==> src/sgc_regs.svh <==
`ifndef SGC_REGS_SVH
`define SGC_REGS_SVH

// Register indices; byte address is four times the index
`define SGC_IDX_FRAME_SIZE   6'h04
`define SGC_IDX_VQS_CTRL     6'h05
`define SGC_IDX_HOST_PORT    6'h06

// Reset values
`define SGC_RST_FRAME_SIZE   8'hF0
`define SGC_RST_VQS_CTRL     8'h00
`define SGC_RST_HOST_PORT    8'h20

// Writable bit masks
`define SGC_WMASK_FRAME_SIZE 8'hFF
`define SGC_WMASK_VQS_CTRL   8'hC9
`define SGC_WMASK_HOST_PORT  8'h7F

// Field positions
`define SGC_BIT_HUGE         2
`define SGC_BIT_LEGAL_CHK    1
`define SGC_BIT_VLAN_EN      7
`define SGC_BIT_IGMP_SNOOP   6
`define SGC_BIT_WFQ_EN       3
`define SGC_BIT_SNIFF_AND    0
`define SGC_BIT_HALF_DUPLEX  6
`define SGC_BIT_FLOW_CTRL    5
`define SGC_BIT_TEN_MEG      4
`define SGC_BIT_NULL_VID     3

// Frame length limits in bytes
`define SGC_LEN_HUGE         11'd1916
`define SGC_LEN_DEFAULT      11'd1536
`define SGC_LEN_TAGGED       11'd1522
`define SGC_LEN_UNTAGGED     11'd1518

// Queue weights, q3 down to q0
`define SGC_WEIGHT_Q3        4'h8
`define SGC_WEIGHT_Q2        4'h4
`define SGC_WEIGHT_Q1        4'h2
`define SGC_WEIGHT_Q0        4'h1

`endif
==> src/sgc_pkg.sv <==
package sgc_pkg;

	typedef enum logic [1:0] {
		SGC_SCHED_STRICT = 2'b00,
		SGC_SCHED_RR     = 2'b01,
		SGC_SCHED_WFQ    = 2'b10
	} sgc_sched_t;

	typedef logic [7:0] sgc_reg_t;

endpackage : sgc_pkg

==> src/sgc_global_ctrl.sv <==
// Operation
// - Check off: accept frames up to 1536
// - Check on: drop tagged >1522, untagged >1518
// - Huge bit: accept to 1916, overrides check
// - Bit 7 enables 802.1Q VLAN
// - Snoop bit forwards IGMP to host port
// - WFQ off: per-port priority method schedules
// - Empty queue none; highest non-empty +1 while some queue is empty
// - AND sniff: source and destination match
// - OR sniff: either port matches
// - Bit 6: host MII half duplex
// - Bit 5: host flow control, reset 1
// - Bit 4: host MII 10 Mbps
// - Bit 3: null VID becomes port VID
//
// Design decision made here: the APB slave port.
`include "sgc_regs.svh"
`timescale 1ns/1ps
`default_nettype none

module sgc_global_ctrl
	import sgc_pkg::*;
#(
	parameter int ADDR_W = 8
) (
	// Clock and reset
	input  wire logic              clk,
	input  wire logic              rst_b,
	// APB slave
	input  wire logic              psel,
	input  wire logic              penable,
	input  wire logic              pwrite,
	input  wire logic [ADDR_W-1:0] paddr,
	input  wire logic [31:0]       pwdata,
	output logic      [31:0]       prdata,
	output logic                   pready,
	output logic                   pslverr,
	// Received frame length check
	input  wire logic              rxFrameValid,
	input  wire logic [10:0]       rxFrameLen,
	input  wire logic              rxFrameTagged,
	output logic                   frameCheckValid,
	output logic                   frameDrop,
	// IGMP snooping
	input  wire logic              rxIgmpValid,
	output logic                   igmpToHost,
	// Port mirroring
	input  wire logic              sniffValid,
	input  wire logic              sniffSrcMatch,
	input  wire logic              sniffDstMatch,
	output logic                   sniffMirror,
	// Egress scheduling
	input  wire logic [3:0]        queueNotEmpty,
	input  wire logic              txPick,
	input  wire logic              portStrictPrio,
	output logic                   grantValid,
	output logic      [1:0]        grantQueue,
	output logic                   schedWfq,
	// Null VID replacement
	input  wire logic              vidValid,
	input  wire logic [11:0]       vidIn,
	input  wire logic [11:0]       portVid,
	output logic                   vidOutValid,
	output logic      [11:0]       vidOut,
	// Configuration levels
	output logic                   vlanEnable,
	output logic                   hostHalfDuplex,
	output logic                   hostFlowCtrl,
	output logic                   tenMegabitSelect
);

	sgc_reg_t frameSize_q;
	sgc_reg_t vqsCtrl_q;
	sgc_reg_t hostPort_q;

	logic [ADDR_W-3:0] regIdx;
	logic              addrAligned;
	logic              hitFrame;
	logic              hitVqs;
	logic              hitHost;
	logic              mapped;
	logic              wrStrobe;
	logic [7:0]        wrByte;

	assign regIdx      = paddr[ADDR_W-1:2];
	assign addrAligned = (paddr[1:0] == 2'h0);
	assign wrByte      = pwdata[7:0];

	always_comb begin
		hitFrame = 1'b0;
		hitVqs   = 1'b0;
		hitHost  = 1'b0;
		if (!addrAligned) begin
			hitFrame = 1'b0;
		end else if (regIdx == (ADDR_W-2)'(`SGC_IDX_FRAME_SIZE)) begin
			hitFrame = 1'b1;
		end else if (regIdx == (ADDR_W-2)'(`SGC_IDX_VQS_CTRL)) begin
			hitVqs = 1'b1;
		end else if (regIdx == (ADDR_W-2)'(`SGC_IDX_HOST_PORT)) begin
			hitHost = 1'b1;
		end
	end

	assign mapped   = hitFrame | hitVqs | hitHost;
	// Slave answers with zero wait states once out of reset
	assign wrStrobe = psel & penable & pwrite & pready & mapped;

	// Ready is held low only during reset
	always_ff @(posedge clk) begin
		if (!rst_b) begin
			pready <= 1'b0;
		end else begin
			pready <= 1'b1;
		end
	end

	// Read data and error prepared in setup so they stand through access
	always_ff @(posedge clk) begin
		if (!rst_b) begin
			prdata  <= 32'h0000_0000;
			pslverr <= 1'b0;
		end else if (psel && !penable) begin
			pslverr <= ~mapped;
			if (pwrite || !mapped) begin
				prdata <= 32'h0000_0000;
			end else if (hitFrame) begin
				prdata <= {24'h00_0000, frameSize_q};
			end else if (hitVqs) begin
				prdata <= {24'h00_0000, vqsCtrl_q};
			end else begin
				prdata <= {24'h00_0000, hostPort_q};
			end
		end
	end

	// Reserved read-only bits are masked out of every write
	always_ff @(posedge clk) begin
		if (!rst_b) begin
			frameSize_q <= `SGC_RST_FRAME_SIZE;
			vqsCtrl_q   <= `SGC_RST_VQS_CTRL;
			hostPort_q  <= `SGC_RST_HOST_PORT;
		end else if (wrStrobe) begin
			if (hitFrame) begin
				frameSize_q <= wrByte & `SGC_WMASK_FRAME_SIZE;
			end
			if (hitVqs) begin
				vqsCtrl_q <= wrByte & `SGC_WMASK_VQS_CTRL;
			end
			if (hitHost) begin
				hostPort_q <= wrByte & `SGC_WMASK_HOST_PORT;
			end
		end
	end

	// Config bits as registered levels; one cycle behind the register
	always_ff @(posedge clk) begin
		if (!rst_b) begin
			vlanEnable       <= 1'b0;
			hostHalfDuplex   <= 1'b0;
			hostFlowCtrl     <= 1'b1;
			tenMegabitSelect <= 1'b0;
			schedWfq         <= 1'b0;
		end else begin
			// Table contents are software's duty before this is set
			vlanEnable       <= vqsCtrl_q[`SGC_BIT_VLAN_EN];
			hostHalfDuplex   <= hostPort_q[`SGC_BIT_HALF_DUPLEX];
			hostFlowCtrl     <= hostPort_q[`SGC_BIT_FLOW_CTRL];
			tenMegabitSelect <= hostPort_q[`SGC_BIT_TEN_MEG];
			schedWfq         <= vqsCtrl_q[`SGC_BIT_WFQ_EN];
		end
	end

	// Frame size limit; huge support wins over the legal check
	logic [10:0] lenLimit;

	always_comb begin
		if (frameSize_q[`SGC_BIT_HUGE]) begin
			lenLimit = `SGC_LEN_HUGE;
		end else if (!frameSize_q[`SGC_BIT_LEGAL_CHK]) begin
			lenLimit = `SGC_LEN_DEFAULT;
		end else if (rxFrameTagged) begin
			lenLimit = `SGC_LEN_TAGGED;
		end else begin
			lenLimit = `SGC_LEN_UNTAGGED;
		end
	end

	always_ff @(posedge clk) begin
		if (!rst_b) begin
			frameCheckValid <= 1'b0;
			frameDrop       <= 1'b0;
		end else begin
			frameCheckValid <= rxFrameValid;
			frameDrop       <= rxFrameValid & (rxFrameLen > lenLimit);
		end
	end

	// IGMP snoop and mirroring decisions
	always_ff @(posedge clk) begin
		if (!rst_b) begin
			igmpToHost  <= 1'b0;
			sniffMirror <= 1'b0;
		end else begin
			igmpToHost <= rxIgmpValid & vqsCtrl_q[`SGC_BIT_IGMP_SNOOP];
			if (!sniffValid) begin
				sniffMirror <= 1'b0;
			end else if (vqsCtrl_q[`SGC_BIT_SNIFF_AND]) begin
				sniffMirror <= sniffSrcMatch & sniffDstMatch;
			end else begin
				sniffMirror <= sniffSrcMatch | sniffDstMatch;
			end
		end
	end

	// Egress scheduler
	sgc_sched_t schedMode;
	logic [3:0] weight [4];
	logic [3:0] credit_q [4];
	logic [3:0] credit_d [4];
	logic [3:0] eligible;
	logic [3:0] topNonEmpty;
	logic [1:0] pick;
	logic       pickOk;
	logic       reload;
	logic [1:0] rrLast_q;

	always_comb begin
		if (vqsCtrl_q[`SGC_BIT_WFQ_EN]) begin
			schedMode = SGC_SCHED_WFQ;
		end else if (portStrictPrio) begin
			schedMode = SGC_SCHED_STRICT;
		end else begin
			schedMode = SGC_SCHED_RR;
		end
	end

	// One-hot of the highest queue holding frames
	always_comb begin
		topNonEmpty = 4'h0;
		if (queueNotEmpty[3]) begin
			topNonEmpty = 4'h8;
		end else if (queueNotEmpty[2]) begin
			topNonEmpty = 4'h4;
		end else if (queueNotEmpty[1]) begin
			topNonEmpty = 4'h2;
		end else if (queueNotEmpty[0]) begin
			topNonEmpty = 4'h1;
		end
	end

	// Credits run out for every busy queue before a reload
	assign reload = ((queueNotEmpty[3] && credit_q[3] != 4'h0) ||
			(queueNotEmpty[2] && credit_q[2] != 4'h0) ||
			(queueNotEmpty[1] && credit_q[1] != 4'h0) ||
			(queueNotEmpty[0] && credit_q[0] != 4'h0)) ? 1'b0 : 1'b1;

	genvar gq;
	generate
		for (gq = 0; gq < 4; gq++) begin : gQueue
			logic [3:0] baseW;
			assign baseW = (gq == 3) ? `SGC_WEIGHT_Q3 :
					(gq == 2) ? `SGC_WEIGHT_Q2 :
					(gq == 1) ? `SGC_WEIGHT_Q1 : `SGC_WEIGHT_Q0;
			// Empty gets nothing; top busy queue one extra only while some queue idles
			assign weight[gq] = !queueNotEmpty[gq] ? 4'h0 :
					baseW + {3'h0, topNonEmpty[gq] & ~(&queueNotEmpty)};
			assign eligible[gq] = queueNotEmpty[gq] &&
					((reload ? weight[gq] : credit_q[gq]) != 4'h0);
		end
	endgenerate

	always_comb begin
		pick   = 2'h0;
		pickOk = 1'b0;
		case (schedMode)
			SGC_SCHED_WFQ: begin
				// Higher queues spend their credits first in each round
				if (eligible[3]) begin
					pick = 2'h3;
				end else if (eligible[2]) begin
					pick = 2'h2;
				end else if (eligible[1]) begin
					pick = 2'h1;
				end else begin
					pick = 2'h0;
				end
				pickOk = |eligible;
			end
			SGC_SCHED_RR: begin
				for (int k = 1; k <= 4; k++) begin
					if (!pickOk && queueNotEmpty[2'(rrLast_q + 2'(k))]) begin
						pick   = 2'(rrLast_q + 2'(k));
						pickOk = 1'b1;
					end
				end
			end
			default: begin
				pick   = topNonEmpty[3] ? 2'h3 : topNonEmpty[2] ? 2'h2 :
						topNonEmpty[1] ? 2'h1 : 2'h0;
				pickOk = |queueNotEmpty;
			end
		endcase
	end

	always_comb begin
		for (int k = 0; k < 4; k++) begin
			credit_d[k] = credit_q[k];
		end
		if (txPick && pickOk && schedMode == SGC_SCHED_WFQ) begin
			for (int k = 0; k < 4; k++) begin
				credit_d[k] = reload ? weight[k] : credit_q[k];
			end
			credit_d[pick] = credit_d[pick] - 4'h1;
		end
	end

	always_ff @(posedge clk) begin
		if (!rst_b) begin
			for (int k = 0; k < 4; k++) begin
				credit_q[k] <= 4'h0;
			end
		end else begin
			for (int k = 0; k < 4; k++) begin
				credit_q[k] <= credit_d[k];
			end
		end
	end

	always_ff @(posedge clk) begin
		if (!rst_b) begin
			grantValid <= 1'b0;
			grantQueue <= 2'h0;
			rrLast_q   <= 2'h3;
		end else begin
			grantValid <= txPick & pickOk;
			if (txPick && pickOk) begin
				grantQueue <= pick;
				rrLast_q   <= pick;
			end
		end
	end

	// Null VID replacement
	always_ff @(posedge clk) begin
		if (!rst_b) begin
			vidOutValid <= 1'b0;
			vidOut      <= 12'h000;
		end else begin
			vidOutValid <= vidValid;
			if (vidValid) begin
				if (hostPort_q[`SGC_BIT_NULL_VID] && vidIn == 12'h000) begin
					vidOut <= portVid;
				end else begin
					vidOut <= vidIn;
				end
			end
		end
	end

endmodule : sgc_global_ctrl

`default_nettype wire

==> config.mk <==
export PLATFORM = sky130hd
export DESIGN_NAME = sgc_global_ctrl
export DESIGN_NICKNAME = d
export VERILOG_FILES = /design/src/sgc_pkg.sv /design/src/sgc_global_ctrl.sv
export VERILOG_INCLUDE_DIRS = /design/src /design/src/src
export SDC_FILE = /design/constraint.sdc
export NUM_CORES = 1
export LEC_CHECK = 0
export ABC_AREA = 1
export BUFFER_PORTS_ARGS = -buffer_cell sky130_fd_sc_hd__buf_2
export CORE_AREA = 2 2 85 103
export CTS_CLUSTER_DIAMETER = 60
export DETAILED_ROUTE_END_ITERATION = 6
export DIE_AREA = 0 0 87 105
export GPL_ROUTABILITY_DRIVEN = 0
export MAX_ROUTING_LAYER = met4
export PLACE_DENSITY = 0.84
export REMOVE_ABC_BUFFERS = 1
export SYNTH_ARGS = -nofsm -noshare
export SYNTH_HDL_FRONTEND = slang
export SYNTH_SLANG_ARGS = --single-unit
==> constraint.sdc <==
create_clock -name clk -period 6.9 [get_ports clk]
set_clock_uncertainty 0.2 [all_clocks]
set_input_delay 0 -clock clk [delete_from_list [all_inputs] [get_ports clk]]
set_output_delay 0 -clock clk [all_outputs]
set_load 0.1 [all_outputs]
Word level (Yosys, flattened, before mapping):

Memory sizes are Yosys's and may differ from the RTL's.
Index checks and enable logic that the tools add are counted.

* mux-type cells: 71
* bitwise operators: 22
* equality and inequality tests: 5
* $lt $le $gt $ge: 7
* $add $sub $neg: 8
* reduce and logical (&&, ||, !) cells: 42

Operators by type and width (number)
* $mux 4: 14
* $reduce_bool 4->1: 8
* $mux 1: 27
* $mux 8: 3
* $mux 2: 11
* $mux 10: 2
* $eq 6x3->1 const B: 3
* $bwmux 16: 1
* $logic_and 1x1->1: 16
* $mux 16: 1
* $and 1x1->1: 12
* $logic_not 12->1: 1
* $lt 2x3->1 const B: 4
* $mux 12: 1
* $gt 11x11->1: 1
* $bmux 1 s2: 4
* $bmux 4 s2: 1
* $demux 4 s2: 1
* $reduce_and 2->1: 4
* $reduce_or 4->1: 2
* $or 1x1->1: 7
* $mux 3: 2
* $logic_not 1->1: 5
* $mux 5: 1
* other kinds (18): 23

* bits of input ports: 93
* output and inout port bits: 59
* bits in writable memories: 16
* register bits after elaboration: 80
* memories kept: 1
* logic and storage cells: 176

Memories
* credit_q: words 4, width 4, rd ports 4, clocked after Yosys merged registers in 0, write ports 4, line sgc_global_ctrl.sv:218 `logic [3:0] credit_q [4];`

Depth between registers and ports, before layout:

* depth in word-level cells: 25
* depth in mapped cells: 24
* mapped depth without buffers: 22

Least setup slack after synthesis:

OpenSTA, ideal clock, no wires.

* path type: reg2reg
* start point: mem credit_q[3][1]
* end point: mem credit_q[2][1]
* required time: 6.641 ns
* arrival: 2.366 ns
* clock period less this slack: 2.625 ns
* path buffers: 2
* cell stages (with the launch flop): 23
* library setup time: 0.059 ns
* setup slack: 4.275 ns
* path through: dfxtp_1 nor2_1 nand2_1 nand2_1 nand2_2 nor2_2 buf_6 nand2_1 nand2_1 nand3_1 nand2_1 nand3_2 nand2_4 buf_6 nand2_1 nand2_1 nand2_1 nand2_1 inv_2 ha_1 o21ai_0 o221ai_1 inv_1

RTL lines (line)
* start: declaration: sgc_global_ctrl.sv:218

==> run_results.csv <==
group,metric,value,unit
synthesis,netlist_instances,632,
layout,regArea,0.00144,mm^2
global_routing,antenna_found_initial,0,
route,wl_per_cell,13.5,um
timing,finalHoldViolCount,0,
synthesis,synth_edf_count,0,
outcome,status,"finished clean",
power,ir_drop,0.146,mV
clocking,clock_latency,0.36,ns
global_routing,use_met3,4.82,%
worst_setup_path,cp_data_required_time,6.95,ns
placement,post-place-ws,3.51,ns
timing,fmax,292,MHz
floorplan,die_w,87,um
worst_setup_path,start_kind,"flip-flop",
route,dr_total_vias,4703,
synthesis,avgSynthCellArea,6.78,um^2
global_routing,grtUsageMet1,31.0,%
timing,period_needed,3.43,ns
global_routing,grt_max_degree,58,
worst_setup_path,reg2reg_depth,18,
hold_path,hp-class,"in2reg",
timing,tightest_slew,0.941,ns
route,routed_wl,11800,um
floorplan,initial_core_util,53.1,%
floorplan,pin_count,152,
synthesis,synth_top_area_share,33.7,%
clocking,h-tree-depth,3,
layout,final_cells,878,
worst_setup_path,cp.buffers_inverters,1,
timing,slew_viol_final,0,
route,ant_nets,0,
global_routing,track_usage,27.3,%
route,vias_per_cell,5.36,
timing,fin_crit_sh,49.7,%
synthesis,synthTopCellsByArea,"dfxtp_1 34%, nand2_1 13%, inv_1 7.2%",
global_routing,grt_remaining_overflow,0,
layout,drive_above_1_share,19.8,%
synthesis,synth-main-ff-cell,"dfxtp_1",
clocking,post_cts_buffers,0,
floorplan,core-area,0.00806,mm^2
synthesis,syn-cell-area,0.00428,mm^2
worst_setup_path,cp.arrival,3.48,ns
global_routing,busiest_layer,"met2",
timing,slew_headroom,37.3,%
clocking,cts_resized,0,
synthesis,ys_seq_elements,72,
worst_setup_path,r2r-start,"rrLast_q[0]",
synthesis,yosys_warnings,0,
clocking,tritoncts,"built",
flow_run,maxCapViolCount,0,
worst_setup_path,reg2reg_to,"credit_q[2][1]",
clocking,clkSinkCount,72,
layout,diodes,0,
layout,multi_input_comb_area,0.00229,mm^2
route,drtIter0Drc,349,
layout,area_delta_synth_final,27.4,%
timing,layout_setup_ws,3.47,ns
worst_setup_path,cp_top_family,"simple AND/OR/NAND/NOR gates",
clocking,ctsLongestPathBuffers,2,
floorplan,die_area,0.00914,mm^2
global_routing,grt_pass1_vias,4408,
layout,fin_util,67.7,%
placement,port-buffer-count,103,
synthesis,synth-async-reset-ratio,0,%
global_routing,grt_util_met2,46.2,%
clocking,clkTransAtPathRegs,0.08,ns
placement,place_hpwl,7790,um
synthesis,yosysMostFrequentCell,"nand2_1",
synthesis,synthTopCellsByCount,"146 x nand2_1, 82 x inv_1, 72 x dfxtp_1",
floorplan,fp.dieH,105,um
worst_setup_path,worst_path_most_repeated_cell,"nand2_1",
hold_path,min_to,"credit_q[2][0]",
clocking,cts_hold_buf,54,
route,drtPass1Iterations,6,
worst_setup_path,crit_fanout,12,
clocking,numCtsBuffers,9,
hold_path,hold_depth,6,
timing,rsz0062_at_grt,"false",
worst_setup_path,crit_path_end_kind,"flip-flop",
timing,setup_tns,0,ns
layout,fill_cells,656,
floorplan,rows,36,
synthesis,synth_cell_types,44,
worst_setup_path,worstSetupPathType,"reg2reg",
placement,dp_cells,808,
power,power,0.00110,W
synthesis,yosysSeqAreaShare,33.7,%
route,drc,0,
hold_path,hp-start,"queueNotEmpty[3]",
clocking,cts-root-buf,"clkbuf_8",
worst_setup_path,slowest_stage,"dfxtp_1",
power,total_leakage_power,2.73,nW
global_routing,grt_pass1_wl,19600,um
power,cellPowerDensity,201,mW/mm^2
worst_setup_path,slowest_delay,0.62,ns
layout,final_nets,881,
worst_setup_path,crit_chain,"xor2_1, nand2_1, nand2_1, nand2_1, nand2_1, nand2_1, nand2_1, nand2_1, a21boi_2, nand2_2, nor2_2, nand2_1, nand2_2, nor2_8, ha_1, o21ai_0, o221ai_1, inv_1",
synthesis,yosys.area.top_type,"dfxtp_1",
worst_setup_path,reg2reg_slack,3.47,ns
timing,setup_viol,0,
worst max path at each step:
| stage | to | slack [ns] | from | cells after the start |
|---|---|---|---|---|
| after floorplan | credit_q[2][1] | 4.06 | rrLast_q[0] | 18 |
| after global placement | credit_q[2][1] | 3.60 | credit_q[0][3] | 19 |
| after detailed placement | credit_q[2][1] | 3.51 | rrLast_q[0] | 18 |
| after CTS | credit_q[2][1] | 3.47 | rrLast_q[0] | 17 |
| after global routing | credit_q[1][1] | 3.13 | credit_q[2][3] | 20 |
| final | credit_q[2][1] | 3.47 | rrLast_q[0] | 18 |
area by class of cell:
| type | count | share of cell area, % |
|---|---|---|
| clock inverters | 4 | 0.940 |
| well taps | 95 | 2.18 |
| repair buffers | 157 | 19.4 |
| inverters | 90 | 6.28 |
| flip-flops and latches | 72 | 26.4 |
| clock buffers | 12 | 2.84 |
| multi-input cells | 448 | 42.0 |
kinds of logic after synthesis:
logic type | synth area share (%)
other | 0.0876
muxes | 0.467
and+or+nand+nor | 29.5
adders and majority gates | 2.92
AOI/OAI and AO/OA | 17.7
DFF | 33.7
buffers and inverters | 14.9
xor gates and xnor gates | 0.789
where the power goes:
part           switching (W)  internal, W  total [W]
Clock               0.000159     0.000187   0.000346
Combinational       0.000235    0.0000828   0.000317
Sequential        0.00000720     0.000425   0.000432
stage by stage:
step           hold slack, ns  area, um^2
2_1_floorplan          -0.172        4080
3_3_place_gp        0.0000984        4710
3_5_place_dp          0.00739        4710
4_1_cts                0.0473        5460
5_1_grt                 0.102        5460
6_report               0.0624        5460
layout by cell type (no fill, tap or decap), types with 2 or more instances in the layout:
cell,instances
a21oi_1,48
o221ai_1,7
nand4_1,5
o21ai_1,4
inv_4,2
o21ai_2,2
a211oi_1,2
nor2_2,3
ha_1,10
dlygate4sd3_1,54
buf_2,103
nor2_1,59
inv_1,82
conb_1,24
mux2i_1,2
nand2_4,4
o21ai_0,45
inv_2,5
a31oi_1,5
nand2_2,7
nor3_1,10
dfxtp_1,72
nand3_1,30
a22oi_1,5
nand2_1,146
o211ai_1,10
clkbuf_8,11
nand3_2,6
state kept, by name, summed over array words and instances, names as in the netlist, 2 cells and up:
name / count
credit_q: 16
vidOut: 12
frameSize_q: 8
prdata: 8
hostPort_q: 7
vqsCtrl_q: 4
grantQueue: 2
rrLast_q: 2
metal layers:
metal	routed length [um]	vias up
li1	-	2298
met1	4580	2166
met2	6210	206
met3	711	33
met4	320	0
met5	0	-
worst register-to-register path: stages (launching register included):
cell and delay [ns]:
dfxtp_1 0.62, xor2_1 0.28, nand2_1 0.09, nand2_1 0.10
nand2_1 0.09, nand2_1 0.09, nand2_1 0.06, nand2_1 0.05
nand2_1 0.07, a21boi_2 0.16, nand2_2 0.21, nor2_2 0.27
nand2_1 0.13, nand2_2 0.14, nor2_8 0.05, ha_1 0.37
o21ai_0 0.12, o221ai_1 0.17, inv_1 0.05
(Power assumes the default switching activity.)
